**src/sbt_params.svh**
```systemverilog
// Constants for the status byte, trigger and self-test block.
// Assumes inclusion by bare name from every design file that needs them.
`ifndef SBT_PARAMS_SVH
`define SBT_PARAMS_SVH

`define SBT_STB_BUSY_BIT   0
`define SBT_STB_LIST_BIT   1
`define SBT_STB_ERRQ_BIT   2
`define SBT_STB_QUES_BIT   3
`define SBT_STB_MAV_BIT    4
`define SBT_STB_ESB_BIT    5
`define SBT_STB_MSS_BIT    6
`define SBT_STB_OPER_BIT   7

`define SBT_SRE_RESET      8'h00
`define SBT_SRE_WR_MASK    8'hBF

`define SBT_TST_PASS       8'h00
`define SBT_TST_COMMON     8'h17
`define SBT_TST_DIAG       8'hF7
`define SBT_TST_LAST_IDX   3'h7

`endif

```
**src/sbt_pkg.sv**
```systemverilog
// Types shared by the status byte, trigger and self-test block.
// Assumes sbt_params.svh is compiled alongside.
package sbt_pkg;
  typedef enum logic [2:0] {
    SBT_CMD_SRE_WR,
    SBT_CMD_SRE_RD,
    SBT_CMD_STB_RD,
    SBT_CMD_TRG,
    SBT_CMD_TST,
    SBT_CMD_DIAG_TST,
    SBT_CMD_WAI,
    SBT_CMD_OTHER
  } sbt_cmd_t;

  typedef enum {
    SBT_ST_IDLE,
    SBT_ST_TEST,
    SBT_ST_WAIT
  } sbt_state_t;

  typedef enum {
    SBT_TS_IDLE,
    SBT_TS_STEP,
    SBT_TS_WAIT
  } sbt_tst_state_t;
endpackage

```
**src/sbt_selftest.sv**
```systemverilog
// Self-test sequencer: runs every selected subtest in turn and ORs failures.
// Assumes the outside runs subtest sub_index_ff on sub_start_ff and answers sub_done.
`timescale 1ns/1ps
`include "sbt_params.svh"
module sbt_selftest (
  input  wire logic       clk,
  input  wire logic       reset_n,
  input  wire logic       start,
  input  wire logic       diag,
  input  wire logic       sub_done,
  input  wire logic       sub_fail,
  output logic            sub_start_ff,
  output logic [2:0]      sub_index_ff,
  output logic            done_ff,
  output logic [7:0]      result_ff
);
  import sbt_pkg::*;

  sbt_tst_state_t state_ff;
  sbt_tst_state_t nxt_state;
  logic [7:0]     mask_ff;
  logic [7:0]     nxt_mask;
  logic [2:0]     nxt_index;
  logic [7:0]     nxt_result;
  logic           nxt_start;
  logic           nxt_done;

  // A failing subtest never ends the run; each one is visited in order.
  always_comb begin
    nxt_state  = state_ff;
    nxt_mask   = mask_ff;
    nxt_index  = sub_index_ff;
    nxt_result = result_ff;
    nxt_start  = 1'b0;
    nxt_done   = 1'b0;
    unique case (state_ff)
      SBT_TS_IDLE: begin
        if (start) begin
          nxt_mask   = diag ? `SBT_TST_DIAG : `SBT_TST_COMMON;
          nxt_index  = 3'h0;
          nxt_result = `SBT_TST_PASS;
          nxt_state  = SBT_TS_STEP;
        end
      end
      SBT_TS_STEP: begin
        if (mask_ff[sub_index_ff]) begin
          nxt_start = 1'b1;
          nxt_state = SBT_TS_WAIT;
        end else if (sub_index_ff == `SBT_TST_LAST_IDX) begin
          nxt_done  = 1'b1;
          nxt_state = SBT_TS_IDLE;
        end else begin
          nxt_index = sub_index_ff + 3'h1;
        end
      end
      SBT_TS_WAIT: begin
        if (sub_done) begin
          nxt_result = result_ff | (sub_fail ? (8'h01 << sub_index_ff) : 8'h00);
          if (sub_index_ff == `SBT_TST_LAST_IDX) begin
            nxt_done  = 1'b1;
            nxt_state = SBT_TS_IDLE;
          end else begin
            nxt_index = sub_index_ff + 3'h1;
            nxt_state = SBT_TS_STEP;
          end
        end
      end
    endcase
  end

  always_ff @(posedge clk or negedge reset_n) begin
    if (!reset_n) begin
      state_ff     <= SBT_TS_IDLE;
      mask_ff      <= 8'h00;
      sub_index_ff <= 3'h0;
      result_ff    <= `SBT_TST_PASS;
      sub_start_ff <= 1'b0;
      done_ff      <= 1'b0;
    end else begin
      state_ff     <= nxt_state;
      mask_ff      <= nxt_mask;
      sub_index_ff <= nxt_index;
      result_ff    <= nxt_result;
      sub_start_ff <= nxt_start;
      done_ff      <= nxt_done;
    end
  end
endmodule

```
**src/sbt_core.sv**
```systemverilog
// Status byte, service request, bus trigger, self-test and wait-to-continue logic.
// Assumes a parser ahead of it that decodes common commands into single-cycle requests.
//
// What this block does
// - Service-request mask takes 0 to 255; bit 6 is never stored.
// - Masked status bits are ORed into status byte bit 6.
// - Status bits: OPER 7, MSS 6, ESB 5, MAV 4, QUES 3, ERRQ 2, LIST 1, BUSY 0.
// - Mask readback returns the programmed mask.
// - Status query returns MSS in bit 6 and clears nothing.
// - MSS is set while any enabled reason exists, regardless of reads.
// - Serial poll returns RQS in bit 6 and then resets RQS, unless MSS rises in the same cycle.
// - Status bits clear only when their causes go away, never on read.
// - Bus trigger fires only when armed, source is bus, and waiting flag set.
// - A fired trigger applies stored levels and clears the waiting flag.
// - With continuous initiation the waiting flag is set again at once.
// - Trigger command and bus trigger act only when addressed as listener.
// - Triggers are ignored while the output is off.
// - Self-test returns zero on pass, else one bit per failed subtest.
// - Every selected subtest runs even after a failure; failures are ORed.
// - Common test covers bits 0,1,2,4; diagnostic test also 5,6,7.
// - Wait command holds off all later commands until earlier ones finish.
// - Wait ends once earlier commands finished and output levels settled.
`timescale 1ns/1ps
`include "sbt_params.svh"
module sbt_core #(
  parameter int LVL_W = 16
) (
  input  wire logic              clk,
  input  wire logic              reset_n,
  input  wire logic              cmd_valid,
  input  wire sbt_pkg::sbt_cmd_t cmd_code,
  input  wire logic [7:0]        cmd_data,
  input  wire logic              oper_summary,
  input  wire logic              event_summary,
  input  wire logic              msg_available,
  input  wire logic              ques_summary,
  input  wire logic              error_queue_pending_flag,
  input  wire logic              list_running,
  input  wire logic              busy,
  input  wire logic              serial_poll,
  input  wire logic              listener_addressed,
  input  wire logic              bus_get,
  input  wire logic              trig_source_bus,
  input  wire logic              init_cont,
  input  wire logic              init_imm,
  input  wire logic              output_on,
  input  wire logic [LVL_W-1:0]  trig_volt_level,
  input  wire logic [LVL_W-1:0]  trig_curr_level,
  input  wire logic              ops_pending,
  input  wire logic              levels_settled,
  input  wire logic              sub_done,
  input  wire logic              sub_fail,
  output logic                   cmd_ready_ff,
  output logic                   exec_ff,
  output logic                   rsp_valid_ff,
  output logic [7:0]             rsp_data_ff,
  output logic                   poll_valid_ff,
  output logic [7:0]             poll_data_ff,
  output logic                   wtg_ff,
  output logic                   apply_ff,
  output logic [LVL_W-1:0]       volt_out_ff,
  output logic [LVL_W-1:0]       curr_out_ff,
  output logic                   srq_out_ff,
  output logic                   srq_oe_n_ff,
  output logic                   sub_start_ff,
  output logic [2:0]             sub_index_ff
);
  import sbt_pkg::*;

  logic [7:0]       sre_ff;
  logic [7:0]       nxt_sre;
  logic             rqs_ff;
  logic             nxt_rqs;
  logic             mss_prev_ff;
  logic [7:0]       cause;
  logic             mss;
  logic             mss_rise;
  logic             nxt_wtg;
  logic             nxt_apply;
  logic [LVL_W-1:0] nxt_volt;
  logic [LVL_W-1:0] nxt_curr;
  sbt_state_t       state_ff;
  sbt_state_t       nxt_state;
  logic             nxt_ready;
  logic             nxt_exec;
  logic             nxt_rsp_valid;
  logic [7:0]       nxt_rsp_data;
  logic             nxt_poll_valid;
  logic [7:0]       nxt_poll_data;
  logic             take;
  logic             trg_req;
  logic             fire;
  logic             tst_start;
  logic             tst_diag;
  logic             tst_done;
  logic [7:0]       tst_result;

  // Builds the status byte with a chosen bit in the summary position.
  function automatic logic [7:0] status_byte(input logic [7:0] c, input logic summary);
    logic [7:0] b;
    b                   = c;
    b[`SBT_STB_MSS_BIT] = summary;
    return b;
  endfunction

  assign cause = {oper_summary, 1'b0, event_summary, msg_available,
                  ques_summary, error_queue_pending_flag, list_running, busy};
  assign mss      = |(cause & sre_ff);
  assign mss_rise = mss & ~mss_prev_ff;
  assign take     = cmd_valid & cmd_ready_ff;

  // Status byte and service request.
  always_comb begin
    nxt_sre = sre_ff;
    if (take && cmd_code == SBT_CMD_SRE_WR) begin
      nxt_sre = cmd_data & `SBT_SRE_WR_MASK;
    end
    nxt_rqs = rqs_ff;
    if (serial_poll) begin
      nxt_rqs = 1'b0;
    end
    if (mss_rise) begin
      nxt_rqs = 1'b1;
    end
    nxt_poll_valid = serial_poll;
    nxt_poll_data  = serial_poll ? status_byte(cause, rqs_ff) : poll_data_ff;
  end

  always_ff @(posedge clk or negedge reset_n) begin
    if (!reset_n) begin
      sre_ff        <= `SBT_SRE_RESET;
      rqs_ff        <= 1'b0;
      mss_prev_ff   <= 1'b0;
      poll_valid_ff <= 1'b0;
      poll_data_ff  <= 8'h00;
      srq_out_ff    <= 1'b0;
      srq_oe_n_ff   <= 1'b1;
    end else begin
      sre_ff        <= nxt_sre;
      rqs_ff        <= nxt_rqs;
      mss_prev_ff   <= mss;
      poll_valid_ff <= nxt_poll_valid;
      poll_data_ff  <= nxt_poll_data;
      srq_out_ff    <= 1'b0;
      srq_oe_n_ff   <= ~nxt_rqs;
    end
  end

  // Trigger subsystem.
  assign trg_req = (take && cmd_code == SBT_CMD_TRG) | bus_get;
  assign fire    = trg_req & listener_addressed & trig_source_bus
                   & wtg_ff & output_on;

  always_comb begin
    nxt_wtg   = wtg_ff | init_imm | init_cont;
    nxt_apply = fire;
    nxt_volt  = volt_out_ff;
    nxt_curr  = curr_out_ff;
    if (fire) begin
      nxt_wtg  = init_cont;
      nxt_volt = trig_volt_level;
      nxt_curr = trig_curr_level;
    end
  end

  always_ff @(posedge clk or negedge reset_n) begin
    if (!reset_n) begin
      wtg_ff      <= 1'b0;
      apply_ff    <= 1'b0;
      volt_out_ff <= '0;
      curr_out_ff <= '0;
    end else begin
      wtg_ff      <= nxt_wtg;
      apply_ff    <= nxt_apply;
      volt_out_ff <= nxt_volt;
      curr_out_ff <= nxt_curr;
    end
  end

  // Command sequencing, queries and wait-to-continue.
  always_comb begin
    nxt_state     = state_ff;
    nxt_ready     = cmd_ready_ff;
    nxt_exec      = 1'b0;
    nxt_rsp_valid = 1'b0;
    nxt_rsp_data  = rsp_data_ff;
    tst_start     = 1'b0;
    tst_diag      = 1'b0;
    unique case (state_ff)
      SBT_ST_IDLE: begin
        nxt_ready = 1'b1;
        if (take) begin
          unique case (cmd_code)
            SBT_CMD_SRE_RD: begin
              nxt_rsp_valid = 1'b1;
              nxt_rsp_data  = sre_ff;
            end
            SBT_CMD_STB_RD: begin
              nxt_rsp_valid = 1'b1;
              nxt_rsp_data  = status_byte(cause, mss);
            end
            SBT_CMD_TST, SBT_CMD_DIAG_TST: begin
              tst_start = 1'b1;
              tst_diag  = (cmd_code == SBT_CMD_DIAG_TST);
              nxt_ready = 1'b0;
              nxt_state = SBT_ST_TEST;
            end
            SBT_CMD_WAI: begin
              nxt_ready = 1'b0;
              nxt_state = SBT_ST_WAIT;
            end
            SBT_CMD_OTHER: begin
              nxt_exec = 1'b1;
            end
            SBT_CMD_SRE_WR, SBT_CMD_TRG: begin
              nxt_exec = 1'b0;
            end
          endcase
        end
      end
      SBT_ST_TEST: begin
        if (tst_done) begin
          nxt_rsp_valid = 1'b1;
          nxt_rsp_data  = tst_result;
          nxt_ready     = 1'b1;
          nxt_state     = SBT_ST_IDLE;
        end
      end
      SBT_ST_WAIT: begin
        if (!ops_pending && levels_settled) begin
          nxt_ready = 1'b1;
          nxt_state = SBT_ST_IDLE;
        end
      end
    endcase
  end

  always_ff @(posedge clk or negedge reset_n) begin
    if (!reset_n) begin
      state_ff     <= SBT_ST_IDLE;
      cmd_ready_ff <= 1'b0;
      exec_ff      <= 1'b0;
      rsp_valid_ff <= 1'b0;
      rsp_data_ff  <= 8'h00;
    end else begin
      state_ff     <= nxt_state;
      cmd_ready_ff <= nxt_ready;
      exec_ff      <= nxt_exec;
      rsp_valid_ff <= nxt_rsp_valid;
      rsp_data_ff  <= nxt_rsp_data;
    end
  end

  sbt_selftest u_selftest (
    .clk          (clk),
    .reset_n      (reset_n),
    .start        (tst_start),
    .diag         (tst_diag),
    .sub_done     (sub_done),
    .sub_fail     (sub_fail),
    .sub_start_ff (sub_start_ff),
    .sub_index_ff (sub_index_ff),
    .done_ff      (tst_done),
    .result_ff    (tst_result)
  );
endmodule

```
**config.mk**
```make
export PLATFORM = sky130hd
export DESIGN_NAME = sbt_core
export DESIGN_NICKNAME = d
export VERILOG_FILES = /design/src/sbt_pkg.sv /design/src/sbt_selftest.sv /design/src/sbt_core.sv
export VERILOG_INCLUDE_DIRS = /design/src
export SDC_FILE = /design/constraint.sdc
export NUM_CORES = 1
export LEC_CHECK = 0
export ABC_CLOCK_PERIOD_IN_PS = 3600
export BUFFER_PORTS_ARGS = -buffer_cell sky130_fd_sc_hd__buf_2
export CORE_ASPECT_RATIO = 0.8
export CORE_MARGIN = 4
export CORE_UTILIZATION = 50
export DETAILED_ROUTE_END_ITERATION = 10
export HOLD_SLACK_MARGIN = 0.02
export PLACE_DENSITY_LB_ADDON = 0.12
export SLEW_MARGIN = 25
export SYNTH_ARGS = -nofsm -noshare
export SYNTH_HDL_FRONTEND = slang
export SYNTH_SLANG_ARGS = --single-unit
```
**constraint.sdc**
```tcl
create_clock -name clk -period 3.6 [get_ports clk]
set_input_delay 0 -clock clk [delete_from_list [all_inputs] [get_ports clk]]
set_output_delay 0 -clock clk [all_outputs]
set_load 0.005 [all_outputs]
```
# Yosys cells after proc, flatten, opt, wreduce, memory -nomap -nowiden

Index checks and enable logic that the tools add are counted.

$add $sub $neg: 1
Order comparisons: 1
Equality and inequality tests: 21
Shift-type cells: 1
Muxes and demuxes: 54
Bitwise logic cells: 13
Reduce and logical (&&, ||, !) cells: 20

Operators with widths:

| cell                  | number |
|---|---|
| $mux W32              | 7 |
| $pmux W32 S3          | 2 |
| $eq A32 B1 Y1 const B | 2 |
| $eq A32 B2 Y1 const B | 2 |
| $logic_not A32 Y1     | 2 |
| $pmux W32 S2          | 1 |
| $mux W8               | 6 |
| $pmux W8 S2           | 3 |
| $mux W1               | 26 |
| $eq A3 B3 Y1 const B  | 5 |
| $mux W3               | 4 |
| $ne A2 B2 Y1 const B  | 5 |
| $ne A3 B1 Y1 const B  | 3 |
| $pmux W3 S3           | 1 |
| $reduce_and A3 Y1     | 3 |
| $and A8 B8 Y8         | 1 |
| $or A8 B8 Y8          | 1 |
| $reduce_and A4 Y1     | 2 |
| $reduce_or A8 Y1      | 1 |
| $shl A1 B3 Y8 const A | 1 |
| $and A1 B1 Y1         | 6 |
| $eq A3 B2 Y1 const B  | 2 |
| $lt A3 B4 Y1 const B  | 1 |
| $pmux W1 S2           | 2 |
| 14 further kinds      | 22 |

Flip-flop bits (word level): 149
Input bits: 64
Output and inout port bits: 60
Logic and storage cells: 132

# Logic depth before layout (Yosys ltp)

Depth after elaboration: 8
Mapped depth: 7
Depth with buffers taken out: 6

# By module

A second synthesis with hierarchy kept.

Cells, all modules: 304
Area total of the unflattened synthesis: 3788.6 µm²

Modules (own cells, without submodules):

| module       | instances | cells an instance | area each (µm²) | seq. area each (µm²) |
|---|---|---|---|---|
| sbt_core     | 1         | 209               | 2825.2          | 1652.8 |
| sbt_selftest | 1         | 95                | 963.4           | 425.4 |

# Least setup slack after synthesis

Ideal clock, no wire load.

Kind: reg2reg
From: register state_ff[1]
To: register state_ff[0]
Setup time: 0.125 ns
Arrival time: 1.614 ns
Data required time: 3.475 ns
Slack: 1.861 ns
Stages on the path, launching flop included: 8
Path buffers: 1
Clock period less this slack: 1.739 ns
Cell sequence: dfrtp_1 -> inv_1 -> ha_1 -> buf_2 -> nor2b_1 -> a21oi_1 -> a21bo_2 -> mux2_2

Longest elaborated chain between the ends: 3
Elaborated cells on any way between the ends: 9
Classes of those cells: eq/ne: 6; mux: 1; reduce/logical: 2

Ends and longest elaborated chain:

| what                                                        | RTL line        | text |
|---|---|---|
| start, declared                                             | sbt_core.sv:82  | `sbt_state_t state_ff;` |
| start signal, assigned                                      | sbt_core.sv:246 | `state_ff <= nxt_state;` |
| $eq A32 B1 Y1, or another cell as far along                 | sbt_core.sv:189 | `unique case (state_ff)` |
| $ne A2 B1 Y1 (no source line), or another cell as far along | n/a             |  |
| $reduce_and A4 Y1 (no source line)                          | n/a             |  |

Several ways; a longest one is shown, not always the timed one.
A chain may end at the register's enable or synchronous reset.

# Worst setup path after layout

From: register state_ff[0]
To: register u_selftest.mask_ff[6]

Longest elaborated chain between the ends: 3
Elaborated cells on any way between the ends: 5
Classes of those cells: mux: 3; reduce/logical: 2

Ends and longest elaborated chain:

| what                                                                 | RTL line           | text |
|---|---|---|
| $logic_not A32 Y1 (*)                                                | sbt_core.sv:189    |  |
| $mux W1                                                              | sbt_core.sv:189    |  |
| $mux W8 (no source line) / $reduce_and A2 Y1 (equally long branches) | n/a                |  |
| end signal, assigned                                                 | sbt_selftest.sv:81 | `mask_ff <= nxt_mask;` |
| end, declared                                                        | sbt_selftest.sv:21 | `logic [7:0] mask_ff;` |

Mark *: on every way between the ends. The rest lies on a longest branch, timed or not.

==> metrics.txt <==
status=finished clean; critical path endpoint category=flip-flop; Crit path arrival time=2.57 ns; total CTS buffers=9; CP startpoint=state_ff[0]$_DFFE_PN0P_; Synth top area share=0.550; top cells by area, synth=dfrtp_1 55%, mux2_2 17%, ha_1 4.0%; CP Class=reg2reg; Final Hold Violating Endpoints=0; I/O pin count=124; antenna violations before repair=0; Worst EP required=3.88 ns; H-tree levels=3; Final nets=around 540; CP Depth=7; cells on worst reg2reg path=7; clk_lat worst skew=0.36 ns; Worst Hold Depth=4; count of cell types in the netlist=48; Detailed Route WL=about 8900 microns; RSZ-0062 raised after global routing=false; DP HPWL=6080 microns; CP endpoint=u_selftest.mask_ff[6]$_DFFE_PN0P_; worst path cell trace=inv_1 > ha_1 > nand4_2 > nor3b_1 > nand4_1 > dlygate4sd3_1 > o21ai_0; Mapped Cells=287; Final setup viols=0; setup_tns=0 ns; fmax=437 MHz; register area share after synthesis=0.557; Pwr Density=636 nW/um^2; first-pass iteration count of the detailed router=4; # DRC=0; most common cell after layout, fill and taps aside=buf_2; layout cells sized above 1=0.436; worst vdd ir=0.345 mV; R2R Path Start=state_ff[0]$_DFFE_PN0P_; Power Total=between 3 and 4 mW; DR iter-0 viols=147; Buf/Inv on CP=2; Synth area leader=dfrtp_1; syn_nets=363; largest net degree at the start of global routing=84; CP max-delay cell=dlygate4sd3_1; Die Area=8920 sq um; vias in the first global route=about 3,000; Die X=105 microns; CTS root buffer=clkbuf_8; crit path launch type=flip-flop; Filler cells=between 500 and 600; EDFF count, synth=0; max incr delay on CP=0.57 ns; Initial Util=0.529; row cnt=27; post-route minimum period=2.29 ns; RePlAce Congestion=roughly 0.76; CTS tree=built; global-route wire length before repair=between 10,000 and 15,000 microns; core box area=7060 sq um; DR vias=2,893; leading cell types in the layout, fill and taps excluded=120 x buf_2, 82 x dfrtp_1, 56 x mux2_2, 56 x dlygate4sd3_1, 17 x nor2_1; top_reg_cell synth=dfrtp_1; Hold Crit Class=in2reg; Synth async-reset ratio=1.00; die height=85.3 microns; Worst path top cell family by delay=simple AND/OR/NAND/NOR gates; P_leak=2.45 nW; ANT cells=0; grt ovf=0; final-report max-slew violation count=0; vias per cell=5.19; synthesized area per cell=~13 sq um; IO Port Bufs=between 100 and 150; Crit Path Max Fanout=5; ANT nets after route=0; Clock Tree Buf Depth=2; Clock Sinks=83; Synth Cell Area=3730 sq um; relative slew slack=0.509; Max-Cap Viols=0; Worst Skew=0.0138 ns; Slew @ Worst Pin=0.737 ns; Synthesis Warnings=0; FF-to-FF setup slack=1.31 ns; Avg WL per Cell=16.0 microns; Tcrit/Tclk final=0.636; Total Routing Usage GR=0.207; clock transition at the registers of the reported paths=roughly 0.09 ns; worst reg2reg path endpoint=u_selftest.mask_ff[6]$_DFFE_PN0P_; area grow syn2layout=37.2%; FF+latch count, synth=83
synthesized netlist by cell type, drive strengths merged, types with 2 or more instances:
| library cell | count |
|---|---|
| dfrtp | 82 |
| o221ai | 2 |
| nand4 | 5 |
| a41oi | 6 |
| o211ai | 2 |
| a31oi | 3 |
| clkbuf | 2 |
| nor2b | 3 |
| o21ai | 10 |
| inv | 15 |
| a22oi | 3 |
| nand2 | 15 |
| o22ai | 2 |
| mux2i | 9 |
| and3 | 2 |
| nor2 | 18 |
| nand2b | 2 |
| ha | 12 |
| buf | 10 |
| a21oi | 3 |
| a21boi | 2 |
| mux2 | 56 |
| nor3b | 2 |
flip-flops by register name (all words and copies together), names as in the netlist, 2 cells and up:
name / cells
curr_out_ff: 16
poll_data_ff: 8
rsp_data_ff: 8
sre_ff: 7
state_ff: 2
u_selftest.mask_ff: 2
u_selftest.result_ff: 8
u_selftest.state_ff: 2
u_selftest.sub_index_ff: 3
volt_out_ff: 16
through the flow:
| step | worst slack (ns) | area [sq um] | hold WS, ns | cells | utilization |
|---|---|---|---|---|---|
| 2_1_floorplan | 1.86 | 3730 | -0.296 | 287 | - |
| 3_3_place_gp | 1.48 | 4380 | 0.205 | 485 | 0.620 |
| 3_5_place_dp | 1.36 | 4380 | 0.224 | 485 | 0.620 |
| 4_1_cts | 1.31 | 5120 | 0.0660 | 557 | 0.725 |
| 5_1_grt | 1.11 | 5120 | 0.103 | 557 | 0.726 |
| 6_report | 1.31 | 5120 | 0.0747 | 557 | 0.726 |
power by group:
group	switching, mW	leakage [nW]	total [mW]	internal [mW]
logic	0.606	1.35	1.24	0.631
registers	0.179	1.01	1.40	1.22
clock network	0.358	0.0886	0.619	0.261
total	1.14	2.45	3.26	2.12
cell type report:
class | count | area, sq um | share of cell area
sequential | 83 | 2080 | 0.406
multi-input combinational | 177 | 1510 | 0.295
timing repair buffer | 179 | 1190 | 0.232
clock buffer | 9 | 124 | 0.0242
tap | 87 | 109 | 0.0212
clock inverter | 7 | 57.6 | 0.0112
inverter | 15 | 56.3 | 0.0110
routing by layer:
| metal | global-route usage | wire, microns | part of all wire |
|---|---|---|---|
| met5 | 0 | 0 | 0 |
| met3 | 0.0662 | 542 | 0.061 |
| met1 | 0.266 | 3820 | 0.43 |
| met2 | 0.342 | 4420 | 0.50 |
| met4 | 0.0536 | 116 | 0.013 |
worst min-delay path by stage:
stage,start,endpoint
2_1_floorplan,reset_n,apply_ff$_DFF_PN0_
3_3_place_gp,init_cont,wtg_ff$_DFF_PN0_
3_5_place_dp,init_cont,wtg_ff$_DFF_PN0_
4_1_cts,bus_get,curr_out_ff[12]$_DFFE_PN0P_
5_1_grt,bus_get,curr_out_ff[12]$_DFFE_PN0P_
6_report,levels_settled,cmd_ready_ff$_DFFE_PN0P_
kinds of logic after synthesis:
| kind of cell | after synthesis | synth area share |
|---|---|---|
| flip-flops | 83 | 0.557 |
| multiplexers | 65 | 0.193 |
| AND/OR/NAND/NOR | 53 | 0.0707 |
| AO/OA/AOI/OAI | 45 | 0.0955 |
| buffers and inverters | 27 | 0.0385 |
| adder cells (fa/ha/maj) | 12 | 0.0402 |
| other | 1 | 0.00100 |
| XOR/XNOR | 1 | 0.00436 |
worst min-delay path, stage by stage:
cell and delay, ns:
buf_2 0.09, nand2b_1 0.07, a21oi_1 0.10, a21oi_1 0.13
timing repair:
action,in CTS,in global routing
resized for setup,0,0
buffers inserted,0,0
hold buffers,56,0
endpoints found under the hold margin,134,0
Power figures use the tool's default switching activity.
